[src/shared/cpp_pin_map.svh]
`ifndef CPP_PIN_MAP_SVH
`define CPP_PIN_MAP_SVH

// ------------------------------------------------------------
// Timing
// ------------------------------------------------------------
`define CPP_CLK_NS       10
`define CPP_BOOT_QTR_NS  1250
`define CPP_STRAP_WAIT   2'h3

// ------------------------------------------------------------
// Addressing and frame layout
// ------------------------------------------------------------
`define CPP_I2C_ADDR_HI  5'h0E
`define CPP_SPI_SEL_BIT  1
`define CPP_RW_BIT       0
`define CPP_BOOT_DEV     7'h50
`define CPP_BYTE_CHIP    2'h0
`define CPP_BYTE_AHI     2'h1
`define CPP_BYTE_ALO     2'h2
`define CPP_BYTE_DATA    2'h3

// ------------------------------------------------------------
// Output clock half periods in system clocks
// ------------------------------------------------------------
`define CPP_CKDIV0       4'h1
`define CPP_CKDIV1       4'h2
`define CPP_CKDIV2       4'h4
`define CPP_CKDIV3       4'h8

`endif

[src/shared/cpp_pkg.sv]
package cpp_pkg;

	// ------------------------------------------------------------
	// Types
	// ------------------------------------------------------------
	typedef enum logic [2:0] {
		CPP_I_IDLE,
		CPP_I_RX,
		CPP_I_ACK,
		CPP_I_TX,
		CPP_I_RACK
	} cpp_i2c_e;

	typedef enum logic [2:0] {
		CPP_B_IDLE,
		CPP_B_START,
		CPP_B_ADDR,
		CPP_B_AACK,
		CPP_B_READ,
		CPP_B_MACK,
		CPP_B_STOP,
		CPP_B_DONE
	} cpp_boot_e;

	typedef struct packed {
		logic [15:0] addr;
		logic [7:0]  data;
	} cpp_wr_s;

endpackage

[src/rtl/cpp_sync.sv]
`timescale 1ns/1ps
module cpp_sync #(
	parameter int W = 8
) (
	input  wire logic         clk_sys,
	input  wire logic         nrst,
	input  wire logic [W-1:0] din,
	output logic      [W-1:0] dout
);
	logic [W-1:0] meta_r;

	if (W < 1) begin : g_chk
		$error("cpp_sync needs at least one bit");
	end

	// Only the second stage may read the first.
	always_ff @(posedge clk_sys or negedge nrst) begin
		if (!nrst) begin
			meta_r <= '0;
			dout   <= '0;
		end else begin
			meta_r <= din;
			dout   <= meta_r;
		end
	end
endmodule

[src/rtl/cpp_clk_out.sv]
`timescale 1ns/1ps
`include "cpp_pin_map.svh"
module cpp_clk_out
	import cpp_pkg::*;
(
	input  wire logic       clk_sys,
	input  wire logic       nrst,
	input  wire logic [1:0] sel,
	output logic            clk_out
);
	logic [3:0] half;
	logic [3:0] cnt_r;
	logic [1:0] sel_d_r;

	always_comb begin
		if (sel == 2'h0) begin
			half = `CPP_CKDIV0;
		end else if (sel == 2'h1) begin
			half = `CPP_CKDIV1;
		end else if (sel == 2'h2) begin
			half = `CPP_CKDIV2;
		end else begin
			half = `CPP_CKDIV3;
		end
	end

	// A change of selection restarts the count so no runt half period is stretched past the new one.
	always_ff @(posedge clk_sys or negedge nrst) begin
		if (!nrst) begin
			cnt_r   <= 4'h0;
			sel_d_r <= 2'h0;
			clk_out <= 1'b0;
		end else begin
			sel_d_r <= sel;
			if (sel_d_r != sel || cnt_r == half - 4'h1) begin
				cnt_r   <= 4'h0;
				clk_out <= ~clk_out;
			end else begin
				cnt_r <= cnt_r + 4'h1;
			end
		end
	end

	chk_div_bound: assert property (@(posedge clk_sys) disable iff (!nrst)
		(sel_d_r == sel) |-> (cnt_r < half)) else $error("output clock divider overran");
endmodule

[src/rtl/cpp_pin_logic.sv]
`timescale 1ns/1ps
`include "cpp_pin_map.svh"
module cpp_pin_logic
	import cpp_pkg::*;
#(
	parameter logic [15:0] BOOT_LEN = 16'h0010
) (
	input  wire logic        clk_sys,
	input  wire logic        nrst,
	input  wire logic        four_wire_mode,
	input  wire logic        addr_sel_low,
	input  wire logic        addr_sel_high,
	input  wire logic        transaction_latch_n,
	input  wire logic        boot_select,
	input  wire logic        out_clk_sel0,
	input  wire logic        out_clk_sel1,
	input  wire logic        clock_i,
	output logic             clock_o,
	output logic             clock_oe,
	input  wire logic        data_i,
	output logic             data_o,
	output logic             data_oe,
	output logic             master_clock_out,
	output logic             wr_valid,
	output cpp_wr_s          wr_req,
	output logic             rd_req,
	output logic      [15:0] rd_addr,
	input  wire logic [7:0]  rd_data,
	output logic             boot_valid,
	output logic      [7:0]  boot_data,
	output logic             boot_busy,
	output logic             boot_error
);
	// ------------------------------------------------------------
	// Constants
	// ------------------------------------------------------------
	localparam int          QTR_CYC = `CPP_BOOT_QTR_NS / `CPP_CLK_NS;
	localparam logic [9:0]  QTR_END = 10'(QTR_CYC - 1);

	if (BOOT_LEN == 16'h0000 || QTR_CYC < 8 || QTR_CYC > 1023) begin : g_chk
		$error("cpp_pin_logic: boot length or quarter period out of range");
	end

	// ------------------------------------------------------------
	// Pin synchronisers and straps
	// ------------------------------------------------------------
	logic [7:0] s_pins;
	logic       s_scl, s_sda, s_latch, s_din, s_a0, s_boot;
	logic [1:0] s_ck;
	logic       scl_d_r, sda_d_r;
	logic [1:0] strap_cnt_r;
	logic       strap_ok_r, addr_low_r, addr_high_r, boot_r;

	cpp_sync #(.W(8)) u_sync (
		.clk_sys (clk_sys),
		.nrst    (nrst),
		.din     ({clock_i, data_i, transaction_latch_n, addr_sel_high,
		            addr_sel_low, boot_select, out_clk_sel1, out_clk_sel0}),
		.dout    (s_pins)
	);
	assign {s_scl, s_sda, s_latch, s_din, s_a0, s_boot, s_ck} = s_pins;

	// Straps are caught a few clocks after release, once the synchroniser has settled.
	always_ff @(posedge clk_sys or negedge nrst) begin
		if (!nrst) begin
			strap_cnt_r <= 2'h0;
			strap_ok_r  <= 1'b0;
			addr_low_r  <= 1'b0;
			addr_high_r <= 1'b0;
			boot_r      <= 1'b0;
		end else if (!strap_ok_r) begin
			strap_cnt_r <= strap_cnt_r + 2'h1;
			if (strap_cnt_r == `CPP_STRAP_WAIT) begin
				strap_ok_r  <= 1'b1;
				addr_low_r  <= s_a0;
				addr_high_r <= s_din;
				boot_r      <= s_boot;
			end
		end
	end

	always_ff @(posedge clk_sys or negedge nrst) begin
		if (!nrst) begin
			scl_d_r <= 1'b1;
			sda_d_r <= 1'b1;
		end else begin
			scl_d_r <= s_scl;
			sda_d_r <= s_sda;
		end
	end

	// ------------------------------------------------------------
	// Shared byte receiver
	// ------------------------------------------------------------
	cpp_i2c_e   ist_r;
	cpp_boot_e  bst_r;
	logic       boot_act, spi_on, i2c_on, frame, rise, fall, start, stop;
	logic       rx_rise, byte_done, i2c_match, spi_sel, i2c_next;
	logic [7:0] byte_v, sh_r;
	logic [2:0] bit_cnt_r;
	logic [1:0] byte_cnt_r;
	logic       rd_r, sel_ok_r, rd_active_r, rd_ack_r, wr_valid_r, rd_req_r;
	logic [15:0] addr_r;
	cpp_wr_s    wr_r;

	assign boot_act  = bst_r != CPP_B_IDLE && bst_r != CPP_B_DONE;
	assign spi_on    = strap_ok_r && four_wire_mode && !boot_act;
	assign i2c_on    = strap_ok_r && !four_wire_mode && !boot_act;
	assign frame     = spi_on && !s_latch;
	assign rise      = s_scl && !scl_d_r;
	assign fall      = !s_scl && scl_d_r;
	assign start     = i2c_on && s_scl && scl_d_r && sda_d_r && !s_sda;
	assign stop      = i2c_on && s_scl && scl_d_r && !sda_d_r && s_sda;
	assign rx_rise   = rise && (frame || (i2c_on && ist_r == CPP_I_RX));
	assign byte_done = rx_rise && bit_cnt_r == 3'h7;
	assign byte_v    = {sh_r[6:0], frame ? s_din : s_sda};
	assign i2c_match = byte_v[7:1] == {`CPP_I2C_ADDR_HI, addr_high_r, addr_low_r};
	assign spi_sel   = byte_v[`CPP_SPI_SEL_BIT] == addr_low_r;
	assign i2c_next  = i2c_on && rise && ist_r == CPP_I_RACK && !s_sda;

	// In two-wire mode the frame layout after the first byte is decided by its read/write bit, so length varies.
	always_ff @(posedge clk_sys or negedge nrst) begin
		if (!nrst) begin
			sh_r        <= 8'h00;
			bit_cnt_r   <= 3'h0;
			byte_cnt_r  <= `CPP_BYTE_CHIP;
			rd_r        <= 1'b0;
			sel_ok_r    <= 1'b0;
			rd_active_r <= 1'b0;
			rd_ack_r    <= 1'b0;
			rd_req_r    <= 1'b0;
			wr_valid_r  <= 1'b0;
			addr_r      <= 16'h0000;
			wr_r        <= '0;
		end else begin
			wr_valid_r <= 1'b0;
			rd_req_r   <= i2c_next;
			rd_ack_r   <= rd_req_r;
			if (rd_ack_r) begin
				addr_r <= addr_r + 16'h0001;
			end
			if ((spi_on && s_latch) || start || stop || !strap_ok_r) begin
				bit_cnt_r   <= 3'h0;
				byte_cnt_r  <= `CPP_BYTE_CHIP;
				rd_active_r <= 1'b0;
				sel_ok_r    <= 1'b0;
			end else if (rx_rise) begin
				sh_r      <= byte_v;
				bit_cnt_r <= bit_cnt_r + 3'h1;
				if (byte_done) begin
					case (byte_cnt_r)
						`CPP_BYTE_CHIP: begin
							sel_ok_r <= frame ? spi_sel : i2c_match;
							rd_r     <= byte_v[`CPP_RW_BIT];
							if (!frame && byte_v[`CPP_RW_BIT]) begin
								byte_cnt_r  <= `CPP_BYTE_DATA;
								rd_active_r <= i2c_match;
								rd_req_r    <= i2c_match;
							end else begin
								byte_cnt_r <= `CPP_BYTE_AHI;
							end
						end
						`CPP_BYTE_AHI: begin
							addr_r[15:8] <= byte_v;
							byte_cnt_r   <= `CPP_BYTE_ALO;
						end
						`CPP_BYTE_ALO: begin
							addr_r[7:0] <= byte_v;
							byte_cnt_r  <= `CPP_BYTE_DATA;
							if (frame && rd_r && sel_ok_r) begin
								rd_active_r <= 1'b1;
								rd_req_r    <= 1'b1;
							end
						end
						default: begin
							if (!rd_r && sel_ok_r) begin
								wr_valid_r <= 1'b1;
								wr_r       <= '{addr: addr_r, data: byte_v};
								addr_r     <= addr_r + 16'h0001;
							end else if (frame && rd_active_r) begin
								rd_req_r <= 1'b1;
							end
						end
					endcase
				end
			end
		end
	end

	// ------------------------------------------------------------
	// Slave output side: two-wire acknowledge and read, four-wire read
	// ------------------------------------------------------------
	logic [7:0] out_sh_r;
	logic       out_r, sda_low_r, ack_pend_r;
	logic [2:0] tx_cnt_r;

	always_ff @(posedge clk_sys or negedge nrst) begin
		if (!nrst) begin
			ist_r      <= CPP_I_IDLE;
			sda_low_r  <= 1'b0;
			ack_pend_r <= 1'b0;
			tx_cnt_r   <= 3'h0;
			out_sh_r   <= 8'h00;
			out_r      <= 1'b0;
		end else begin
			if (rd_ack_r) begin
				out_sh_r <= rd_data;
			end else if (frame && rd_active_r && fall) begin
				out_r    <= out_sh_r[7];
				out_sh_r <= {out_sh_r[6:0], 1'b0};
			end
			if (!spi_on) begin
				out_r <= 1'b0;
			end
			if (!i2c_on || stop) begin
				ist_r      <= CPP_I_IDLE;
				sda_low_r  <= 1'b0;
				ack_pend_r <= 1'b0;
			end else if (start) begin
				ist_r      <= CPP_I_RX;
				sda_low_r  <= 1'b0;
				ack_pend_r <= 1'b0;
			end else begin
				case (ist_r)
					CPP_I_RX: begin
						if (byte_done) begin
							ack_pend_r <= (byte_cnt_r != `CPP_BYTE_CHIP) || i2c_match;
						end else if (fall && ack_pend_r) begin
							sda_low_r  <= 1'b1;
							ack_pend_r <= 1'b0;
							ist_r      <= CPP_I_ACK;
						end else if (fall && bit_cnt_r == 3'h0 && byte_cnt_r == `CPP_BYTE_AHI && !sel_ok_r) begin
							ist_r <= CPP_I_IDLE;
						end
					end
					CPP_I_ACK: begin
						if (fall) begin
							tx_cnt_r <= 3'h0;
							if (rd_active_r) begin
								sda_low_r <= ~out_sh_r[7];
								out_sh_r  <= {out_sh_r[6:0], 1'b0};
								ist_r     <= CPP_I_TX;
							end else begin
								sda_low_r <= 1'b0;
								ist_r     <= CPP_I_RX;
							end
						end
					end
					CPP_I_TX: begin
						if (fall) begin
							sda_low_r <= ~out_sh_r[7];
							out_sh_r  <= {out_sh_r[6:0], 1'b0};
						end else if (rise) begin
							tx_cnt_r <= tx_cnt_r + 3'h1;
							if (tx_cnt_r == 3'h7) begin
								ist_r <= CPP_I_RACK;
							end
						end
					end
					CPP_I_RACK: begin
						if (fall) begin
							sda_low_r <= 1'b0;
						end else if (rise) begin
							tx_cnt_r <= 3'h0;
							ist_r    <= s_sda ? CPP_I_IDLE : CPP_I_TX;
						end
					end
					default: ist_r <= CPP_I_IDLE;
				endcase
			end
		end
	end

	// ------------------------------------------------------------
	// Self-boot master
	// ------------------------------------------------------------
	logic [9:0]  bcnt_r;
	logic [1:0]  bq_r;
	logic [2:0]  bbit_r;
	logic [7:0]  bsh_r;
	logic [15:0] blen_r;
	logic        mscl_low_r, msda_low_r, bvalid_r, berr_r;
	logic [7:0]  bdata_r;

	// Each bit takes four quarter periods: clock low, hold, release, sample.
	always_ff @(posedge clk_sys or negedge nrst) begin
		if (!nrst) begin
			bst_r      <= CPP_B_IDLE;
			bcnt_r     <= 10'h000;
			bq_r       <= 2'h0;
			bbit_r     <= 3'h0;
			bsh_r      <= 8'h00;
			blen_r     <= 16'h0000;
			mscl_low_r <= 1'b0;
			msda_low_r <= 1'b0;
			bvalid_r   <= 1'b0;
			bdata_r    <= 8'h00;
			berr_r     <= 1'b0;
		end else begin
			bvalid_r <= 1'b0;
			bcnt_r   <= (bcnt_r == QTR_END) ? 10'h000 : bcnt_r + 10'h001;
			if (bst_r == CPP_B_IDLE) begin
				bq_r <= 2'h0;
				if (!strap_ok_r && strap_cnt_r == `CPP_STRAP_WAIT && s_boot) begin
					bst_r <= CPP_B_START;
				end
			end else if (bst_r != CPP_B_DONE && bcnt_r == QTR_END) begin
				bq_r <= bq_r + 2'h1;
				if (bst_r == CPP_B_START) begin
					msda_low_r <= bq_r >= 2'h2;
					if (bq_r == 2'h3) begin
						bst_r  <= CPP_B_ADDR;
						bsh_r  <= {`CPP_BOOT_DEV, 1'b1};
						bbit_r <= 3'h0;
					end
				end else if (bq_r == 2'h0) begin
					mscl_low_r <= 1'b1;
					msda_low_r <= (bst_r == CPP_B_ADDR && !bsh_r[7]) || bst_r == CPP_B_STOP ||
					              (bst_r == CPP_B_MACK && blen_r != BOOT_LEN - 16'h0001);
				end else if (bq_r == 2'h2) begin
					mscl_low_r <= 1'b0;
				end else if (bq_r == 2'h3) begin
					case (bst_r)
						CPP_B_ADDR: begin
							bsh_r  <= {bsh_r[6:0], 1'b0};
							bbit_r <= bbit_r + 3'h1;
							if (bbit_r == 3'h7) begin
								bst_r <= CPP_B_AACK;
							end
						end
						CPP_B_AACK: begin
							berr_r <= s_sda;
							bst_r  <= s_sda ? CPP_B_STOP : CPP_B_READ;
						end
						CPP_B_READ: begin
							bsh_r  <= {bsh_r[6:0], s_sda};
							bbit_r <= bbit_r + 3'h1;
							if (bbit_r == 3'h7) begin
								bvalid_r <= 1'b1;
								bdata_r  <= {bsh_r[6:0], s_sda};
								bst_r    <= CPP_B_MACK;
							end
						end
						CPP_B_MACK: begin
							blen_r <= blen_r + 16'h0001;
							bst_r  <= (blen_r == BOOT_LEN - 16'h0001) ? CPP_B_STOP : CPP_B_READ;
						end
						default: begin
							msda_low_r <= 1'b0;
							bst_r      <= CPP_B_DONE;
						end
					endcase
				end
			end
		end
	end

	// ------------------------------------------------------------
	// Pins and user side
	// ------------------------------------------------------------
	cpp_clk_out u_clk_out (
		.clk_sys (clk_sys),
		.nrst    (nrst),
		.sel     (s_ck),
		.clk_out (master_clock_out)
	);

	assign clock_o    = 1'b0;
	assign clock_oe   = mscl_low_r;
	assign data_o     = out_r;
	assign data_oe    = (frame && rd_active_r) || sda_low_r || msda_low_r;
	assign wr_valid   = wr_valid_r;
	assign wr_req     = wr_r;
	assign rd_req     = rd_req_r;
	assign rd_addr    = addr_r;
	assign boot_valid = bvalid_r;
	assign boot_data  = bdata_r;
	assign boot_busy  = boot_act;
	assign boot_error = berr_r;

	chk_four_wire_read_out_tristate: assert property (@(posedge clk_sys) disable iff (!nrst)
		(spi_on && data_oe) |-> (rd_active_r && !s_latch)) else $error("serial output driven outside a read");
	chk_scl_input_only: assert property (@(posedge clk_sys) disable iff (!nrst)
		clock_oe |-> (boot_r && boot_act)) else $error("clock pin driven outside self-boot");
	chk_sda_pull_only: assert property (@(posedge clk_sys) disable iff (!nrst)
		!four_wire_mode |-> (data_o == 1'b0)) else $error("data line driven high in two-wire mode");
	chk_strap_hold: assert property (@(posedge clk_sys) disable iff (!nrst)
		$past(strap_ok_r) |-> ($stable(addr_low_r) && $stable(addr_high_r) && $stable(boot_r)))
		else $error("strap value changed after capture");
	chk_addr_ack_match: assert property (@(posedge clk_sys) disable iff (!nrst)
		(ist_r == CPP_I_ACK && byte_cnt_r != `CPP_BYTE_ALO && byte_cnt_r != `CPP_BYTE_DATA
		 && $past(ist_r) == CPP_I_RX && $past(byte_cnt_r) == `CPP_BYTE_AHI) |-> sel_ok_r)
		else $error("acknowledged a foreign address");
	chk_spi_select: assert property (@(posedge clk_sys) disable iff (!nrst)
		(byte_done && frame && byte_cnt_r == `CPP_BYTE_CHIP) |=> (sel_ok_r == ($past(sh_r[0]) == addr_low_r)))
		else $error("device select not taken from first address pin");
	chk_data_pin: assert property (@(posedge clk_sys) disable iff (!nrst)
		(frame && rise) |=> (sh_r[0] == $past(s_din))) else $error("serial input not taken from data pin");
	chk_latch_ends: assert property (@(posedge clk_sys) disable iff (!nrst)
		(spi_on && s_latch) |=> (!rd_active_r && byte_cnt_r == `CPP_BYTE_CHIP)) else $error("frame survived latch");
	chk_four_wire_read_out_data: assert property (@(posedge clk_sys) disable iff (!nrst)
		(frame && rd_active_r && fall && !rd_ack_r) |=> (data_o == $past(out_sh_r[7])))
		else $error("read-back bit not presented");
	chk_boot_start: assert property (@(posedge clk_sys) disable iff (!nrst)
		$rose(strap_ok_r) |-> (boot_r == (bst_r != CPP_B_IDLE))) else $error("self-boot start wrong");
endmodule

[config.mk]
export PLATFORM = sky130hd
export DESIGN_NAME = cpp_pin_logic
export DESIGN_NICKNAME = d
export VERILOG_FILES = /design/src/shared/cpp_pkg.sv /design/src/rtl/cpp_sync.sv /design/src/rtl/cpp_clk_out.sv /design/src/rtl/cpp_pin_logic.sv
export VERILOG_INCLUDE_DIRS = /design/src /design/src/shared
export SDC_FILE = /design/constraint.sdc
export NUM_CORES = 1
export LEC_CHECK = 0
export BUFFER_PORTS_ARGS = -buffer_cell sky130_fd_sc_hd__buf_4
export CAP_MARGIN = 20
export CORE_UTILIZATION = 32
export CTS_BUF_LIST = sky130_fd_sc_hd__clkbuf_16
export DETAILED_ROUTE_END_ITERATION = 10
export HOLD_SLACK_MARGIN = 0.1
export PLACE_DENSITY = 0.49
export REMOVE_ABC_BUFFERS = 1
export SETUP_SLACK_MARGIN = 0.1
export SLEW_MARGIN = 20
export SYNTH_ARGS = -nofsm -noshare
export SYNTH_HDL_FRONTEND = slang
export SYNTH_SLANG_ARGS = --single-unit
[constraint.sdc]
create_clock -name clk_sys -period 3.1 [get_ports clk_sys]
set_clock_uncertainty 0.2 [all_clocks]
set_input_delay 0.775 -clock clk_sys [delete_from_list [all_inputs] [get_ports clk_sys]]
set_output_delay 0.775 -clock clk_sys [all_outputs]
set_load 0.05 [all_outputs]
==> metrics.cfg <==
[outcome]
status=complete, no violations

[pwr]
power.leakage_nw=4.35
switching_share=0.256
pwr-share-clk=0.449
switching_power_mw=1.25
p_int_mw=3.62
peakVddDrop_v=0.000291
combPwrFrac=0.097
seqPwrFrac=0.454
p_per_area_nw_per_um2=490

[finish]
nets=925
insertedDiodeCount=0
fin_area_sq_um=9940
fill_cells=2523
layout-drive-gt1-share=0.237
area_growth_pct=20.1

[logic_synthesis]
yosys.cell_count.top_type=dfrtp_1
seq_area_frac_synth=0.481
synthFlopType=dfrtp_1
yosysTopAreaCellShare=0.475
synth_cell_types=80
synth_edf_count=0
synth_area_leaders=dfrtp_1, mux2_2, xnor2_1, ha_1, nand2_1
avgSynthCellArea_sq_um=10.3
syn_area_sq_um=8280
synth_area_leader_cell=dfrtp_1
async_reset_ff_frac=1.00
syn_inst=802
yosys-top-cells-count=dfrtp_1, nand2_1, nor2_1
yosys_register_bits=159
ys_warn_count=0

[global_route]
antenna_found_initial=0
grt.overflow.total=0
grtUsageTotal=0.157
grt_first_pass_wirelength_mm=32.8
grt_max_degree=68
grt_pass1_vias=6145

[placed_design]
dpl_cell_area_sq_um=9320
place_ws_ps=355
portBuffers=75
gp_congestion=0.808
dp_hpwl_mm=13.7

[setup_path]
cp.arrival_ps=1820
worst_setup_path_end_kind=primary output
reg2reg_to=rd_addr[9]$_DFF_PN0_
crit_path_start_kind=flip-flop
rr_worst_depth=6
cp.required_ps=2120
crit_type=flip-flop to primary output
path_max_fanout=10
r2r_start=ist_r[2]$_DFFE_PN0P_
r2r_setup_slack_ps=620

[detailed_routing]
drc=0
routed_via_density=5.21
dr_total_vias=6402
drt_iter0_markers=453
ant_nets=0
drt_pass1_iterations=5
wl_per_cell_um=16.2
wirelength_mm=19.9

[sta]
worst_pin_slew_ps=704
whs_ps=149
fin_ws_ps=301
max_clock_freq_mhz=357
rsz0062_at_grt=no
tns_ps=0
setup_viol=0
min_period_ps=2800
post-route-period-util=0.903
relSlewSlack=0.531
hold_violations=0
drv_slew=0

[clock_tree]
cts.sinks=159
h-tree-depth=4
numCtsBuffers=17
insertion_delay_ps=430
cts_buffer_depth=2
cts_tree=built
cts_root_buf=clkbuf_16
clkTransAtPathRegs_ps=60
cts_resized=0

[hold_path]
hold_end=u_sync.dout[1]$_DFF_PN0_
hold_path_class=flip-flop to flip-flop
worst_hold_path.num_cells=0
min-delay-start=u_sync.meta_r[1]$_DFF_PN0_

[die]
io_pins=77
die_x_um=163
core_sq_um=25300
fp.dieArea_sq_um=26500
die_y_um=163
rows=58
start_util=0.328

[job]
maxCapViolations=0

[state kept, by name (all words and copies together) (netlist names), 7 cells and up]
signal         count
wr_req            24
blen_r            16
rd_addr           16
bcnt_r            10
boot_data          8
bsh_r              8
out_sh_r           8
u_sync.dout        8
u_sync.meta_r      8
sh_r               7
[cells in the final DEF (no fill, tap or decap), types with 7 or more instances in the layout]
| cell type | instances |
|---|---|
| a22o_1 | 8 |
| and3_1 | 17 |
| xnor2_1 | 33 |
| inv_1 | 21 |
| nand4_1 | 18 |
| nand2_1 | 65 |
| nor2b_1 | 8 |
| nor2_1 | 59 |
| a211oi_1 | 8 |
| xor2_1 | 21 |
| ha_1 | 21 |
| buf_4 | 101 |
| nor3_1 | 13 |
| o21ai_0 | 36 |
| o211ai_1 | 7 |
| nand3_1 | 38 |
| o221a_2 | 8 |
| a31oi_1 | 7 |
| o22ai_1 | 14 |
| clkbuf_16 | 17 |
| dfrtp_1 | 157 |
| mux2_2 | 49 |
| a21oi_1 | 43 |
| mux2i_1 | 8 |
[routing by layer]
| layer | track usage | routed length (um) | up-vias |
|---|---|---|---|
| li1 | - | - | 3080 |
| met1 | 0.221 | 9530 | 3141 |
| met2 | 0.242 | 9150 | 163 |
| met3 | 0.0300 | 992 | 18 |
| met4 | 0.0514 | 252 | 0 |
| met5 | 0 | 0 | - |
[worst max-delay path by stage]
stage,depth (start not counted),slack (ps),startpoint,end
floorplan,4,120,bst_r[1]$_DFFE_PN0P_,wr_req[10]$_DFFE_PN0P_
global placement,7,380,four_wire_mode,rd_addr[9]$_DFF_PN0_
detailed placement,7,360,four_wire_mode,rd_addr[9]$_DFF_PN0_
CTS,4,260,strap_ok_r$_DFF_PN0_,data_oe
global route,3,200,bst_r[0]$_DFFE_PN0P_,boot_busy
finish,4,300,strap_ok_r$_DFF_PN0_,data_oe
[power by group through the flow]
stage          logic (mW)  registers, mW  clock network (mW)
6_report            0.471           2.21                2.19
5_1_grt             0.519           2.22                2.33
4_1_cts             0.476           2.21                2.25
3_5_place_dp        0.474           2.25                   0
3_3_place_gp        0.474           2.25                   0
2_1_floorplan       0.245           2.26                   0
[cell type report]
class                   count  area, sq um  area share
clock buffers              17          425      0.0428
clock inverters            15          180      0.0181
inverters                  18         67.6     0.00680
multi-input cells         583         4030       0.406
flip-flops and latches    159         3980       0.401
well taps                 330          413      0.0415
repair buffers            106          840      0.0845
[cell families (layout without fill, tap and decap cells)]
kind of cell	after synthesis	count (layout)	synth area share
AND/OR/NAND/NOR	265	265	0.167
AO/OA/AOI/OAI	184	184	0.153
flip-flops	159	159	0.481
buffers and inverters	60	156	0.0319
multiplexers	58	58	0.0781
XOR/XNOR	54	54	0.0571
adder cells (fa/ha/maj)	21	21	0.0317
other	1	1	0.000453
[stage by stage]
step / power (mW) / util / std cells
global route: 5.07 / 0.394 / 1228
finish: 4.87 / 0.394 / 1228
CTS: 4.94 / 0.394 / 1228
detailed placement: 2.73 / 0.369 / 1195
global placement: 2.72 / 0.369 / 1195
floorplan: 2.50 / - / 760
[worst max-delay path, stage by stage (launching register included)]
cell      delay (ps)
dfrtp_1          560
and3b_1          340
o211ai_1         150
nand2_1          140
buf_4            210
[timing repair]
| item | CTS | global route |
|---|---|---|
| endpoints found under the setup margin | 0 | 0 |
| hold endpoints to repair | 41 | 0 |
| hold buffers | 1 | 0 |
| buffers inserted | 0 | 0 |
(Power assumes the default switching activity.)
